## config.mk

```make
export PLATFORM = sky130hd
export DESIGN_NAME = ctm_top
export DESIGN_NICKNAME = d
export VERILOG_FILES = /design/src/ctm_pkg.sv /design/src/ctm_fifo.sv /design/src/ctm_top.sv
export SDC_FILE = /design/constraint.sdc
export NUM_CORES = 1
export LEC_CHECK = 0
export BUFFER_PORTS_ARGS = -buffer_cell sky130_fd_sc_hd__clkbuf_2
export CAP_MARGIN = 25
export CORE_UTILIZATION = 35
export CTS_BUF_LIST = sky130_fd_sc_hd__clkbuf_8 sky130_fd_sc_hd__clkbuf_16
export DETAILED_ROUTE_END_ITERATION = 7
export SLEW_MARGIN = 20
export SYNTH_ARGS = -nofsm -noshare
export SYNTH_HDL_FRONTEND = slang
export SYNTH_SLANG_ARGS = --single-unit
```

## constraint.sdc

```tcl
create_clock -name clk -period 8.05 [get_ports clk]
set_input_delay 0.4025 -clock clk [delete_from_list [all_inputs] [get_ports clk]]
set_output_delay 0.4025 -clock clk [all_outputs]
set_load 0.01 [all_outputs]
```

## src/ctm_pkg.sv

```systemverilog
// Package: constants and types for the cyclic torque mode control block
// Overview of operation
// - Mode value 10 selects cyclic torque
// - Output follows queued target torque, one per sync
// - Control bit 2 low: fast stop
// - One fault reset per bit 7 rise
// - Bit 7 high masks other commands
// - Unsupported control and status bits inert
// - Status 0,1,4 ready; 2 operation enabled
// - Status 3 fault, 7 alarm
// - Status 5 low during quick stop
// - Status 6 when cannot be enabled
// - Status 9 once control word effective
// - Status 10 and 12 set in cyclic torque mode
// - Status 11 follows software limit
// - Value 128 rising edge clears a clearable alarm
// - Latch position on input or index change
// - Two probes, rising and falling latches
// - Single mode first event, continuous every
package ctm_pkg;
  localparam logic [15:0] CTM_OFS_CONTROL_WORD   = 16'h6040;
  localparam logic [15:0] CTM_OFS_STATUS_WORD    = 16'h6041;
  localparam logic [15:0] CTM_OFS_MODE_SELECT    = 16'h6060;
  localparam logic [15:0] CTM_OFS_MODE_DISPLAY   = 16'h6061;
  localparam logic [15:0] CTM_OFS_TARGET_TORQUE  = 16'h6071;
  localparam logic [15:0] CTM_OFS_MAX_TORQUE     = 16'h6072;
  localparam logic [15:0] CTM_OFS_TORQUE_DEMAND  = 16'h6074;
  localparam logic [15:0] CTM_OFS_MEAS_TORQUE    = 16'h6077;
  localparam logic [15:0] CTM_OFS_CMD_POLARITY   = 16'h607E;
  localparam logic [15:0] CTM_OFS_MAX_SPEED      = 16'h607F;
  localparam logic [15:0] CTM_OFS_TORQUE_OFFSET  = 16'h60B2;
  localparam logic [15:0] CTM_OFS_FWD_LIMIT      = 16'h60E0;
  localparam logic [15:0] CTM_OFS_REV_LIMIT      = 16'h60E1;

  localparam logic [15:0] CTM_RST_CONTROL_WORD   = 16'h0000;
  localparam logic [7:0]  CTM_RST_MODE_SELECT    = 8'h00;
  localparam logic [15:0] CTM_RST_TARGET_TORQUE  = 16'h0000;
  localparam logic [15:0] CTM_RST_MAX_TORQUE     = 16'h0BB8;
  localparam logic [7:0]  CTM_RST_CMD_POLARITY   = 8'h00;
  localparam logic [31:0] CTM_RST_MAX_SPEED      = 32'h0640_0000;
  localparam logic [15:0] CTM_RST_TORQUE_OFFSET  = 16'h0000;
  localparam logic [15:0] CTM_RST_FWD_LIMIT      = 16'h0BB8;
  localparam logic [15:0] CTM_RST_REV_LIMIT      = 16'h0BB8;

  localparam logic [7:0]  CTM_MODE_CYCLIC_TORQUE = 8'h0A;

  localparam int CTM_CW_SWITCH_ON   = 0;
  localparam int CTM_CW_EN_VOLTAGE  = 1;
  localparam int CTM_CW_QUICK_STOP  = 2;
  localparam int CTM_CW_OP_ENABLE   = 3;
  localparam int CTM_CW_FAULT_RESET = 7;

  localparam int CTM_SW_READY       = 0;
  localparam int CTM_SW_SWITCHED_ON = 1;
  localparam int CTM_SW_OP_ENABLED  = 2;
  localparam int CTM_SW_FAULT       = 3;
  localparam int CTM_SW_VOLTAGE     = 4;
  localparam int CTM_SW_QUICK_STOP  = 5;
  localparam int CTM_SW_ON_DISABLED = 6;
  localparam int CTM_SW_ALARM       = 7;
  localparam int CTM_SW_REMOTE      = 9;
  localparam int CTM_SW_TARGET      = 10;
  localparam int CTM_SW_SW_LIMIT    = 11;
  localparam int CTM_SW_FOLLOWING   = 12;

  localparam int CTM_FIFO_WIDTH = 16;
  localparam int CTM_FIFO_DEPTH = 4;

  typedef enum logic [2:0] {
    CTM_ST_ON_DISABLED = 3'b000,
    CTM_ST_READY       = 3'b001,
    CTM_ST_SWITCHED_ON = 3'b010,
    CTM_ST_OP_ENABLED  = 3'b011,
    CTM_ST_QUICK_STOP  = 3'b100,
    CTM_ST_FAULT       = 3'b101
  } ctm_state_t;

  typedef struct packed {
    logic        wr;
    logic        rd;
    logic [15:0] addr;
    logic [31:0] wdata;
  } ctm_obj_req_t;

  typedef struct packed {
    logic        en;
    logic        continuous;
    logic        sel_index;
    logic        pos_en;
    logic        neg_en;
  } ctm_probe_cfg_t;
endpackage

```

## src/ctm_fifo.sv

```systemverilog
// Module: small flip-flop FIFO with valid/ready on both sides
`timescale 1ns/100ps
`default_nettype none
module ctm_fifo
  import ctm_pkg::*;
#(
  parameter int WIDTH = CTM_FIFO_WIDTH,
  parameter int DEPTH = CTM_FIFO_DEPTH
) (
  input  wire logic             clk,
  input  wire logic             rst_n,
  input  wire logic             in_valid,
  output logic                  in_ready,
  input  wire logic [WIDTH-1:0] in_data,
  output logic                  out_valid,
  input  wire logic             out_ready,
  output logic      [WIDTH-1:0] out_data
);
  localparam int AW = $clog2(DEPTH);
  logic [WIDTH-1:0] mem_r [DEPTH];
  logic [AW-1:0]    wptr_r;
  logic [AW-1:0]    rptr_r;
  logic [AW:0]      count_r;
  logic             push;
  logic             pop;

  assign in_ready  = (count_r != (AW+1)'(DEPTH));
  assign out_valid = (count_r != '0);
  assign push      = in_valid && in_ready;
  assign pop       = out_valid && out_ready;
  assign out_data  = mem_r[rptr_r];

  always_ff @(posedge clk) begin
    if (push) begin
      mem_r[wptr_r] <= in_data;
    end
  end

  always_ff @(posedge clk or negedge rst_n) begin
    if (!rst_n) begin
      wptr_r  <= '0;
      rptr_r  <= '0;
      count_r <= '0;
    end else begin
      if (push) begin
        wptr_r <= (wptr_r == AW'(DEPTH-1)) ? '0 : wptr_r + 1'b1;
      end
      if (pop) begin
        rptr_r <= (rptr_r == AW'(DEPTH-1)) ? '0 : rptr_r + 1'b1;
      end
      count_r <= count_r + (AW+1)'(push) - (AW+1)'(pop);
    end
  end
endmodule
`default_nettype wire

```

## src/ctm_top.sv

```systemverilog
// Module: cyclic torque mode control word, status word, torque path and probes
`timescale 1ns/100ps
`default_nettype none
module ctm_top
  import ctm_pkg::*;
(
  input  wire logic         clk,
  input  wire logic         rst_n,
  input  wire ctm_obj_req_t obj_req,
  output logic              obj_ready,
  output logic       [31:0] obj_rdata,
  output logic              obj_rvalid,
  input  wire logic         sync_pulse,
  input  wire logic         fault_in,
  input  wire logic         alarm_in,
  input  wire logic         alarm_clearable,
  input  wire logic         sw_limit_in,
  input  wire logic  [15:0] measured_torque_in,
  input  wire logic  [31:0] position_in,
  input  wire logic  [1:0]  probe_di_in,
  input  wire logic         encoder_index_in,
  input  wire ctm_probe_cfg_t probe1_cfg,
  input  wire ctm_probe_cfg_t probe2_cfg,
  output logic       [15:0] torque_cmd,
  output logic              quick_stop_active,
  output logic              fault_reset_pulse,
  output logic              alarm_clear_pulse,
  output logic       [31:0] probe_pos [4],
  output logic       [3:0]  probe_latched
);
  logic [15:0] control_word_r;
  logic [7:0]  mode_select_r;
  logic [15:0] max_torque_r;
  logic [7:0]  cmd_polarity_r;
  logic [31:0] max_speed_r;
  logic [15:0] torque_offset_r;
  logic [15:0] fwd_limit_r;
  logic [15:0] rev_limit_r;
  logic [15:0] target_torque_r;
  logic [15:0] torque_demand_r;
  logic [15:0] meas_torque_r;
  logic        cw_bit7_r;
  logic        remote_r;
  ctm_state_t  state_r;
  ctm_state_t  state_nxt;
  logic [15:0] status_word;
  logic        cst_mode;
  logic        fr_rise;
  logic        tq_valid;
  logic        tq_ready;
  logic [15:0] tq_data;
  logic        wr_target;

  assign cst_mode  = (mode_select_r == CTM_MODE_CYCLIC_TORQUE);
  assign wr_target = obj_req.wr && (obj_req.addr == CTM_OFS_TARGET_TORQUE);
  // Target writes stall when four unapplied samples are queued
  assign obj_ready = !wr_target || tq_ready;

  // Register writes
  always_ff @(posedge clk or negedge rst_n) begin
    if (!rst_n) begin
      control_word_r  <= CTM_RST_CONTROL_WORD;
      mode_select_r   <= CTM_RST_MODE_SELECT;
      max_torque_r    <= CTM_RST_MAX_TORQUE;
      cmd_polarity_r  <= CTM_RST_CMD_POLARITY;
      max_speed_r     <= CTM_RST_MAX_SPEED;
      torque_offset_r <= CTM_RST_TORQUE_OFFSET;
      fwd_limit_r     <= CTM_RST_FWD_LIMIT;
      rev_limit_r     <= CTM_RST_REV_LIMIT;
    end else if (obj_req.wr) begin
      case (obj_req.addr)
        CTM_OFS_CONTROL_WORD:  control_word_r  <= obj_req.wdata[15:0];
        CTM_OFS_MODE_SELECT:   mode_select_r   <= obj_req.wdata[7:0];
        CTM_OFS_MAX_TORQUE:    max_torque_r    <= obj_req.wdata[15:0];
        CTM_OFS_CMD_POLARITY:  cmd_polarity_r  <= obj_req.wdata[7:0];
        CTM_OFS_MAX_SPEED:     max_speed_r     <= obj_req.wdata;
        CTM_OFS_TORQUE_OFFSET: torque_offset_r <= obj_req.wdata[15:0];
        CTM_OFS_FWD_LIMIT:     fwd_limit_r     <= obj_req.wdata[15:0];
        CTM_OFS_REV_LIMIT:     rev_limit_r     <= obj_req.wdata[15:0];
        default: ;
      endcase
    end
  end

  // Read answers one cycle after the request; unmapped objects read zero
  always_ff @(posedge clk or negedge rst_n) begin
    if (!rst_n) begin
      obj_rdata  <= '0;
      obj_rvalid <= 1'b0;
    end else begin
      obj_rvalid <= obj_req.rd;
      if (obj_req.rd) begin
        case (obj_req.addr)
          CTM_OFS_CONTROL_WORD:  obj_rdata <= {16'h0000, control_word_r};
          CTM_OFS_STATUS_WORD:   obj_rdata <= {16'h0000, status_word};
          CTM_OFS_MODE_SELECT:   obj_rdata <= {24'h000000, mode_select_r};
          CTM_OFS_MODE_DISPLAY:  obj_rdata <= {24'h000000, mode_select_r};
          CTM_OFS_TARGET_TORQUE: obj_rdata <= {16'h0000, target_torque_r};
          CTM_OFS_MAX_TORQUE:    obj_rdata <= {16'h0000, max_torque_r};
          CTM_OFS_TORQUE_DEMAND: obj_rdata <= {16'h0000, torque_demand_r};
          CTM_OFS_MEAS_TORQUE:   obj_rdata <= {16'h0000, meas_torque_r};
          CTM_OFS_CMD_POLARITY:  obj_rdata <= {24'h000000, cmd_polarity_r};
          CTM_OFS_MAX_SPEED:     obj_rdata <= max_speed_r;
          CTM_OFS_TORQUE_OFFSET: obj_rdata <= {16'h0000, torque_offset_r};
          CTM_OFS_FWD_LIMIT:     obj_rdata <= {16'h0000, fwd_limit_r};
          CTM_OFS_REV_LIMIT:     obj_rdata <= {16'h0000, rev_limit_r};
          default:               obj_rdata <= 32'h0000_0000;
        endcase
      end
    end
  end

  // Queue of received targets, drained one per sync boundary
  ctm_fifo #(
    .WIDTH (CTM_FIFO_WIDTH),
    .DEPTH (CTM_FIFO_DEPTH)
  ) u_fifo (
    .clk       (clk),
    .rst_n     (rst_n),
    .in_valid  (wr_target),
    .in_ready  (tq_ready),
    .in_data   (obj_req.wdata[15:0]),
    .out_valid (tq_valid),
    .out_ready (sync_pulse),
    .out_data  (tq_data)
  );

  always_ff @(posedge clk or negedge rst_n) begin
    if (!rst_n) begin
      target_torque_r <= CTM_RST_TARGET_TORQUE;
    end else if (sync_pulse && tq_valid) begin
      target_torque_r <= tq_data;
    end
  end

  // Demand follows the target plus offset, clamped by limits; no ramping
  function automatic logic [15:0] ctm_clamp(input logic signed [17:0] v,
                                            input logic [15:0] fwd,
                                            input logic [15:0] rev);
    logic signed [17:0] hi;
    logic signed [17:0] lo;
    hi = $signed({2'b00, fwd});
    lo = -$signed({2'b00, rev});
    if (v > hi) begin
      ctm_clamp = hi[15:0];
    end else if (v < lo) begin
      ctm_clamp = lo[15:0];
    end else begin
      ctm_clamp = v[15:0];
    end
  endfunction

  logic signed [17:0] tq_sum;
  logic [15:0]        lim_fwd;
  logic [15:0]        lim_rev;
  assign tq_sum  = 18'($signed(target_torque_r)) + 18'($signed(torque_offset_r));
  assign lim_fwd = (fwd_limit_r < max_torque_r) ? fwd_limit_r : max_torque_r;
  assign lim_rev = (rev_limit_r < max_torque_r) ? rev_limit_r : max_torque_r;

  always_ff @(posedge clk or negedge rst_n) begin
    if (!rst_n) begin
      torque_demand_r <= '0;
      meas_torque_r   <= '0;
    end else begin
      meas_torque_r <= measured_torque_in;
      if (cst_mode && state_r == CTM_ST_OP_ENABLED) begin
        torque_demand_r <= ctm_clamp(tq_sum, lim_fwd, lim_rev);
      end else begin
        torque_demand_r <= '0;
      end
    end
  end
  assign torque_cmd = torque_demand_r;

  // Fault reset edge; bit 7 high masks other command bits
  assign fr_rise = control_word_r[CTM_CW_FAULT_RESET] && !cw_bit7_r;
  always_ff @(posedge clk or negedge rst_n) begin
    if (!rst_n) begin
      cw_bit7_r         <= 1'b0;
      fault_reset_pulse <= 1'b0;
      alarm_clear_pulse <= 1'b0;
    end else begin
      cw_bit7_r         <= control_word_r[CTM_CW_FAULT_RESET];
      fault_reset_pulse <= fr_rise;
      alarm_clear_pulse <= fr_rise && alarm_in && alarm_clearable;
    end
  end

  // Bits 4..6 and 8..15 are never decoded, so they are inert
  always_comb begin
    logic so;
    logic ev;
    logic qs;
    logic oe;
    so = control_word_r[CTM_CW_SWITCH_ON];
    ev = control_word_r[CTM_CW_EN_VOLTAGE];
    qs = control_word_r[CTM_CW_QUICK_STOP];
    oe = control_word_r[CTM_CW_OP_ENABLE];
    state_nxt = state_r;
    if (control_word_r[CTM_CW_FAULT_RESET]) begin
      if (state_r == CTM_ST_FAULT && fr_rise && !fault_in) begin
        state_nxt = CTM_ST_ON_DISABLED;
      end
    end else begin
      case (state_r)
        CTM_ST_ON_DISABLED: if (ev && qs && !so) state_nxt = CTM_ST_READY;
        CTM_ST_READY: begin
          if (!ev || !qs) state_nxt = CTM_ST_ON_DISABLED;
          else if (so) state_nxt = CTM_ST_SWITCHED_ON;
        end
        CTM_ST_SWITCHED_ON: begin
          if (!ev || !qs) state_nxt = CTM_ST_ON_DISABLED;
          else if (!so) state_nxt = CTM_ST_READY;
          else if (oe && cst_mode) state_nxt = CTM_ST_OP_ENABLED;
        end
        CTM_ST_OP_ENABLED: begin
          if (!qs) state_nxt = CTM_ST_QUICK_STOP;
          else if (!ev) state_nxt = CTM_ST_ON_DISABLED;
          else if (!so) state_nxt = CTM_ST_READY;
          else if (!oe || !cst_mode) state_nxt = CTM_ST_SWITCHED_ON;
        end
        CTM_ST_QUICK_STOP: if (!ev || !so) state_nxt = CTM_ST_ON_DISABLED;
        CTM_ST_FAULT: state_nxt = CTM_ST_FAULT;
        default: state_nxt = CTM_ST_ON_DISABLED;
      endcase
    end
    if (fault_in) begin
      state_nxt = CTM_ST_FAULT;
    end
  end

  always_ff @(posedge clk or negedge rst_n) begin
    if (!rst_n) begin
      state_r  <= CTM_ST_ON_DISABLED;
      remote_r <= 1'b0;
    end else begin
      state_r <= state_nxt;
      if (obj_req.wr && obj_req.addr == CTM_OFS_CONTROL_WORD) begin
        remote_r <= 1'b1;
      end
    end
  end

  assign quick_stop_active = (state_r == CTM_ST_QUICK_STOP);

  always_comb begin
    logic on;
    on = (state_r == CTM_ST_SWITCHED_ON) || (state_r == CTM_ST_OP_ENABLED);
    status_word = 16'h0000;
    status_word[CTM_SW_READY]       = on || (state_r == CTM_ST_READY);
    status_word[CTM_SW_SWITCHED_ON] = on;
    status_word[CTM_SW_VOLTAGE]     = on || (state_r == CTM_ST_READY);
    status_word[CTM_SW_OP_ENABLED]  = (state_r == CTM_ST_OP_ENABLED);
    status_word[CTM_SW_FAULT]       = fault_in || (state_r == CTM_ST_FAULT);
    status_word[CTM_SW_ALARM]       = alarm_in;
    status_word[CTM_SW_QUICK_STOP]  = !quick_stop_active;
    status_word[CTM_SW_ON_DISABLED] = (state_r == CTM_ST_ON_DISABLED);
    status_word[CTM_SW_REMOTE]      = remote_r;
    status_word[CTM_SW_TARGET]      = cst_mode;
    status_word[CTM_SW_FOLLOWING]   = cst_mode;
    status_word[CTM_SW_SW_LIMIT]    = sw_limit_in;
  end

  // Probe inputs cross from pins: three stages, change accepted when 2 and 3 agree
  logic [2:0] sync1_r;
  logic [2:0] sync2_r;
  logic [2:0] sync3_r;
  logic [2:0] stable_r;
  always_ff @(posedge clk or negedge rst_n) begin
    if (!rst_n) begin
      sync1_r  <= '0;
      sync2_r  <= '0;
      sync3_r  <= '0;
      stable_r <= '0;
    end else begin
      sync1_r <= {encoder_index_in, probe_di_in};
      sync2_r <= sync1_r;
      sync3_r <= sync2_r;
      for (int i = 0; i < 3; i++) begin
        if (sync2_r[i] == sync3_r[i]) stable_r[i] <= sync3_r[i];
      end
    end
  end

  ctm_probe_cfg_t cfg [2];
  logic [1:0]     src_now;
  logic [1:0]     src_prev_r;
  logic [1:0]     primed_r;
  assign cfg[0] = probe1_cfg;
  assign cfg[1] = probe2_cfg;

  genvar g;
  generate
    for (g = 0; g < 2; g++) begin : g_probe
      assign src_now[g] = cfg[g].sel_index ? stable_r[2] : stable_r[g];
      always_ff @(posedge clk or negedge rst_n) begin
        if (!rst_n) begin
          src_prev_r[g]         <= 1'b0;
          primed_r[g]           <= 1'b0;
          probe_pos[2*g]        <= '0;
          probe_pos[2*g+1]      <= '0;
          probe_latched[2*g]    <= 1'b0;
          probe_latched[2*g+1]  <= 1'b0;
        end else begin
          primed_r[g]   <= cfg[g].en;
          src_prev_r[g] <= src_now[g];
          if (!cfg[g].en) begin
            probe_latched[2*g]   <= 1'b0;
            probe_latched[2*g+1] <= 1'b0;
          end else if (primed_r[g]) begin
            // Rising edge slot
            if (cfg[g].pos_en && src_now[g] && !src_prev_r[g]
                && (cfg[g].continuous || !probe_latched[2*g])) begin
              probe_pos[2*g]     <= position_in;
              probe_latched[2*g] <= 1'b1;
            end
            // Falling edge slot
            if (cfg[g].neg_en && !src_now[g] && src_prev_r[g]
                && (cfg[g].continuous || !probe_latched[2*g+1])) begin
              probe_pos[2*g+1]     <= position_in;
              probe_latched[2*g+1] <= 1'b1;
            end
          end
        end
      end
    end
  endgenerate
endmodule
`default_nettype wire

```

-- Word level (Yosys, flattened, before mapping)
Memories as Yosys holds them, arrays and structs flattened. A register that Yosys moved wholly into a read port is not among the register bits.
Index checks and enable logic that the tools add are counted.
Widths: inputs -> output; s select.
- bits in registers: 355
- bits in writable memories: 64
- bits of input ports: 118
- output and inout bits: 185
- logic and storage cells: 195
- memories: 1
- $add $sub $neg: 6
- order comparisons: 4
- equal/unequal tests: 37
- multiplexer cells: 35
- reductions and logical operators: 74
- memory list (name ; depth ; width ; read ports ; clocked after Yosys merged registers in ; wr ports ; line ; RTL):
    u_fifo.mem_r ; 4 ; 16 ; 1 ; 1 ; 1 ; ctm_fifo.sv:20 ; logic [WIDTH-1:0] mem_r [DEPTH];
- operators by type and width (operator ; count):
    $pmux 32 s12 ; 1
    $eq 16x15->1 const B ; 13
    $mux 16 ; 5
    $mux 3 ; 14
    $lt 16x16->1 ; 2
    $logic_and 1x1->1 ; 25
    $reduce_and 2->1 ; 12
    $logic_not 1->1 ; 18
    $lt 17x18->1 ; 1
    $neg 16->18 ; 1
    $pmux 3 s6 ; 1
    $add 16x16->17 ; 1
    $gt 17x17->1 ; 1
    $mux 2 ; 6
    $ne 2x1->1 const B ; 6
    $reduce_and 3->1 ; 4
    $logic_or 1x1->1 ; 11
    $eq 8x4->1 const B ; 1
    $mux 1 ; 8
    $ne 7x6->1 const B ; 1
    $eq 3x2->1 const B ; 2
    $eq 3x3->1 const B ; 2
    $ne 6x6->1 const B ; 1
    $reduce_and 6->1 ; 1
    other kinds (14) ; 18

-- Logic depth before layout (Yosys ltp)
- depth in word-level cells: 10
- mapped depth: 26

-- Hierarchy
A second synthesis with hierarchy kept.
- cell total of the unflattened synthesis: 1578
- area total of the unflattened synthesis: 20743.6 µm²
- modules (own cells, without submodules) (module ; instances ; cells an instance ; area each (µm²)):
    ctm_top ; 1 ; 1456 ; 17988.5
    ctm_fifo ; 1 ; 122 ; 2755.1

-- Worst setup path before layout
No wires, ideal clock.
- kind: register to register
- from: register max_torque_r[9]
- to: register torque_demand_r[10], in the netlist torque_cmd[10]
- library setup time: 141 ps
- arrival: 5395 ps
- path slack: 2514 ps
- cell stages (with the launch flop): 26
- period minus slack after synthesis: 5536 ps
- path through: dfstp_2 > inv_1 > ha_1 > and3_1 > nand3_1 > or4_1 > o211ai_2 > clkbuf_1 > mux2i_1 > ha_1 > nand2b_1 > nor3_1 > xor2_1 > nor2_1 > a21oi_1 > ha_1 > nand4_1 > nor3_1 > a211oi_1 > a21oi_1 > o41ai_2 > a21o_1 > buf_4 > buf_6 > mux2i_1 > o22ai_1
- cells in the longest elaborated chain, start to end: 7
- elaborated cells between the ends (all ways): 10
- those cells by class: 1 x add/sub; 4 x order compare; 5 x mux
- RTL lines (item ; line ; RTL):
    from (decl) ; ctm_top.sv:33 ; logic [15:0] max_torque_r;
    from (signal assigned) ; ctm_top.sv:74 ; CTM_OFS_MAX_TORQUE: max_torque_r <= obj_req.wdata[15:0];
    $lt 16x16->1 ; ctm_top.sv:158 ; assign lim_rev = (rev_limit_r < max_torque_r) ? rev_limit_r : max_torque_r;
    $mux 16 ; ctm_top.sv:158 ;
    $neg 16->18 ; ctm_top.sv:143 ; lo = -$signed({2'b00, rev});
    $lt 17x18->1 ; ctm_top.sv:146 ; end else if (v < lo) begin
    $mux 16 ; ctm_top.sv:146 ;
    $mux 16 * ; ctm_top.sv:144 ; if (v > hi) begin
    $mux 16 * ; ctm_top.sv:166 ; if (cst_mode && state_r == CTM_ST_OP_ENABLED) begin
    to (signal assigned) ; ctm_top.sv:167 ; torque_demand_r <= ctm_clamp(tq_sum, lim_fwd, lim_rev);
    to (decl) ; ctm_top.sv:40 ; logic [15:0] torque_demand_r;
Mark *: on every way between the ends. The rest lies on a longest branch, timed or not.
A chain may end at the register's enable or synchronous reset.

-- Worst setup path after layout
- from: register max_torque_r[9]
- to: register torque_demand_r[13], in the netlist torque_cmd[13]
The elaborated chain is that of the path after synthesis.

==> results_dict.tcl <==
set metrics [dict create \
    drt_iter0_drc 1047 \
    start_util 0.355 \
    setup_viol 0 \
    synth_area_per_cell_um2 13.1 \
    first_pass_iters 5 \
    worstSetupPathType "reg -> reg" \
    grt_max_degree 157 \
    clock.fmax_mhz 146 \
    insertion_delay_ns 0.62 \
    placed_cells 2584 \
    clk_path_buf_depth 3 \
    r2r_cells 23 \
    synth_seq_cells 435 \
    place_area_um2 22900 \
    area_growth_pct 21.8 \
    die_h_um 244 \
    async_reset_ff_frac 0.853 \
    status "completed" \
    register_area_um2 11200 \
    critPathRequiredTime_ns 8.55 \
    wirelength_mm 62.1 \
    yosys_warnings 0 \
    cts.sinks 435 \
    synth_cells 1566 \
    synth_edf_count 64 \
    irDropWorstVdd_mv 0.211 \
    fin_crit_sh 0.853 \
    whs_endpoint "max_speed_r[31]$_DFFE_PN0P_" \
    post_cts_resized 0 \
    n_fill_cell 5388 \
    cp_slowest_cell "o41ai_2" \
    yosysUniqueCellTypes 80 \
    synth-seq-area-share 0.546 \
    final_layout_size_suffix_gt1_frac 0.363 \
    cts_made_buffers 49 \
    syn-num-nets 1773 \
    cts_setup_buffers 0 \
    synth_top_cell_area_share 0.422 \
    fin_area_um2 25100 \
    clk_pin_slew_ns 0.07 \
    critPathMaxFanout 16 \
    h-tree-depth 2 \
    rsz0062_at_grt "false" \
    maxCapViolCount 0 \
    post-route-min-period_ns 6.87 \
    crit_path_max_incr_delay_ns 0.76 \
    syn-cell-area_um2 20600 \
    skew_ns 0.0233 \
    chipWidth_um 244 \
    crit_arrival_ns 7.37 \
    core-area_um2 57900 \
    instances_no_fill 2714 \
    fin_ws_ns 1.18 \
    wl_per_cell_um 22.9 \
    rr_endpoint "torque_cmd[13]$_DFF_PN0_" \
    ys.flop_type "dfrtp_1" \
    via_per_inst 5.39 \
    overflow 0 \
    dieArea_um2 59800 \
    grt_usage 0.206 \
    synth_top_area_cell "dfrtp_1" \
    slew_headroom 0.317 \
    drtAntennaViolNets 0 \
    rrSetupSlack_ns 1.18 \
    io_pins 303 \
    r2r_start "max_torque_r[9]$_DFFE_PN1P_" \
    power_density_nw_per_um2 270 \
    post-dp-hpwl_mm 44.6 \
    pre_cts_ws_ns 1.28 \
    worst_pin_slew_ns 1.02 \
    start_kind "flop" \
    p_leak_nw 11.7 \
    cts-root-buf "clkbuf_16" \
    cp_common_cell "ha_1" \
    grt_pass1_wl_mm 93.7 \
    drc 0 \
    io_buffers 302 \
    cts_tree "built" \
    diodes 0 \
    grt_pass1_vias 15000 \
    synth.area.top_cells "dfrtp_1 42%, mux2_2 13%, edfxtp_1 9.3%, ha_1 5.3%, dfstp_2 3.1%" \
    tns_ns 0 \
    vias 14600 \
    multi_input_area_um2 8860 \
    crit_path_end_kind "flop" \
    antenna_found_initial 1 \
    crit_chain "inv_1 -> ha_1 -> a41oi_1 -> o21ai_0 -> a221oi_1 -> o211ai_2 -> mux2_4 -> inv_1 -> ha_1 -> nand4_1 -> nor3_1 -> nand3_1 -> xnor2_1 -> mux2i_1 -> ha_1 -> nand4_1 -> nor2_1 -> o21ai_1 -> a21oi_1 -> o41ai_2 -> a21o_1 -> mux2_1 -> o22ai_1" \
    drv_slew 0 \
    hold_path_depth 2 \
    hold_buffers 37 \
    hold_viol_final 0 \
    min_path_type "in -> reg" \
    min_from "obj_req[31]" \
    num_rows 88 \
    nNetsFinal 2115 \
    gp_congestion 0.927 \
]
flip-flops by register name (all words and copies together) (netlist names), 32 cells and up:
name          count
u_fifo.mem_r     64
max_speed_r      32
obj_rdata        32
probe_pos       128
power breakdown:
part | switching, mW | internal [mW]
Sequential | 0.254 | 2.52
Combinational | 0.849 | 0.748
Clock | 0.974 | 1.41
how the worst max path moves through the flow:
stage	start	to	slack (ns)
finish	max_torque_r[9]$_DFFE_PN1P_	torque_cmd[13]$_DFF_PN0_	1.18
global route	max_torque_r[9]$_DFFE_PN1P_	torque_cmd[15]$_DFF_PN0_	0.84
CTS	max_torque_r[9]$_DFFE_PN1P_	torque_cmd[13]$_DFF_PN0_	1.25
detailed placement	max_torque_r[9]$_DFFE_PN1P_	torque_cmd[12]$_DFF_PN0_	1.28
global placement	max_torque_r[9]$_DFFE_PN1P_	torque_cmd[14]$_DFF_PN0_	1.43
floorplan	max_torque_r[9]$_DFFE_PN1P_	torque_cmd[10]$_DFF_PN0_	2.51
through the flow:
stage / power (mW) / hold WS (ns) / utilization
3_5_place_dp: 4.38 / 0.337 / 0.396
5_1_grt: 7.08 / 0.0283 / 0.433
4_1_cts: 6.82 / 0.00303 / 0.432
3_3_place_gp: 4.34 / 0.335 / 0.396
6_report: 6.76 / 0.0337 / 0.433
2_1_floorplan: 3.72 / 0.107 / -
routing by layer:
metal | wire, um | track usage | up-vias | share of wire
met5 | 0 | 0 | - | 0
met4 | 1490 | 0.0596 | 0 | 0.024
met3 | 4260 | 0.0488 | 97 | 0.069
met2 | 29500 | 0.336 | 470 | 0.47
met1 | 26900 | 0.272 | 7518 | 0.43
li1 | - | - | 6541 | -
cell usage after synthesis (all sizes together) (13+ instances only):
| cell type | n |
|---|---|
| mux4 | 16 |
| inv | 63 |
| nand2b | 13 |
| mux2 | 293 |
| ha | 87 |
| a22oi | 23 |
| a21oi | 41 |
| o21ai | 49 |
| xnor2 | 34 |
| a222oi | 13 |
| nand4 | 24 |
| nor2 | 44 |
| mux2i | 35 |
| a21o | 20 |
| nand3 | 25 |
| a211oi | 19 |
| o22ai | 20 |
| a221oi | 14 |
| dfrtp | 347 |
| buf | 22 |
| nand2 | 77 |
| clkbuf | 42 |
| edfxtp | 64 |
| dfstp | 24 |
| nor3 | 23 |
logic make-up after synthesis:
group | synth area share
buffers and inverters | 0.0260
xor gates and xnor gates | 0.0192
adders and majority gates | 0.0563
DFF | 0.546
muxes | 0.197
and+or+nand+nor | 0.0694
AOI/OAI and AO/OA | 0.0865
layout make-up:
| class | count | share of cell area |
|---|---|---|
| clock buffers | 56 | 0.0528 |
| clock inverters | 36 | 0.0161 |
| inverters | 63 | 0.00943 |
| multi-input cells | 1004 | 0.354 |
| flip-flops and latches | 435 | 0.448 |
| well taps | 765 | 0.0382 |
| repair buffers | 355 | 0.0816 |
cell usage in the layout, fill, tap and decap left out, drive strengths merged, types with 7 or more instances in the layout:
cell         Yosys  routed
nor4             7       7
inv             63      77
dfrtp          347     347
and2             9       9
o22ai           20      20
o21ai           49      49
clkinv           0      12
nor2b           11      11
nand4           24      24
nor2            44      44
a211oi          19      19
a22o             9       9
a21o            20      20
nand2           77      77
dlygate4sd3      0      37
dfstp           24      24
a22oi           23      23
a222oi          13      13
and3            11      11
mux4            16      16
xor2            11      11
bufinv           0       7
nand2b          13      13
a221oi          14      14
xnor2           34      34
mux2i           35      35
clkbuf          42     357
a31oi            8       8
ha              87      87
nor3            23      23
mux2           293     293
edfxtp          64      64
nand3           25      25
buf             22      17
a21oi           41      41
worst max-delay path: cells and delay by family, from the launching register on:
family,cells,cell delay (ns)
buf+inv,2,0.18
compound gates,9,2.97
mux,3,1.05
xor+xnor,1,0.15
flops,1,0.59
simple gates,5,0.94
fa+ha+maj,3,0.87
No activity file was read; power rests on OpenSTA's default activity.
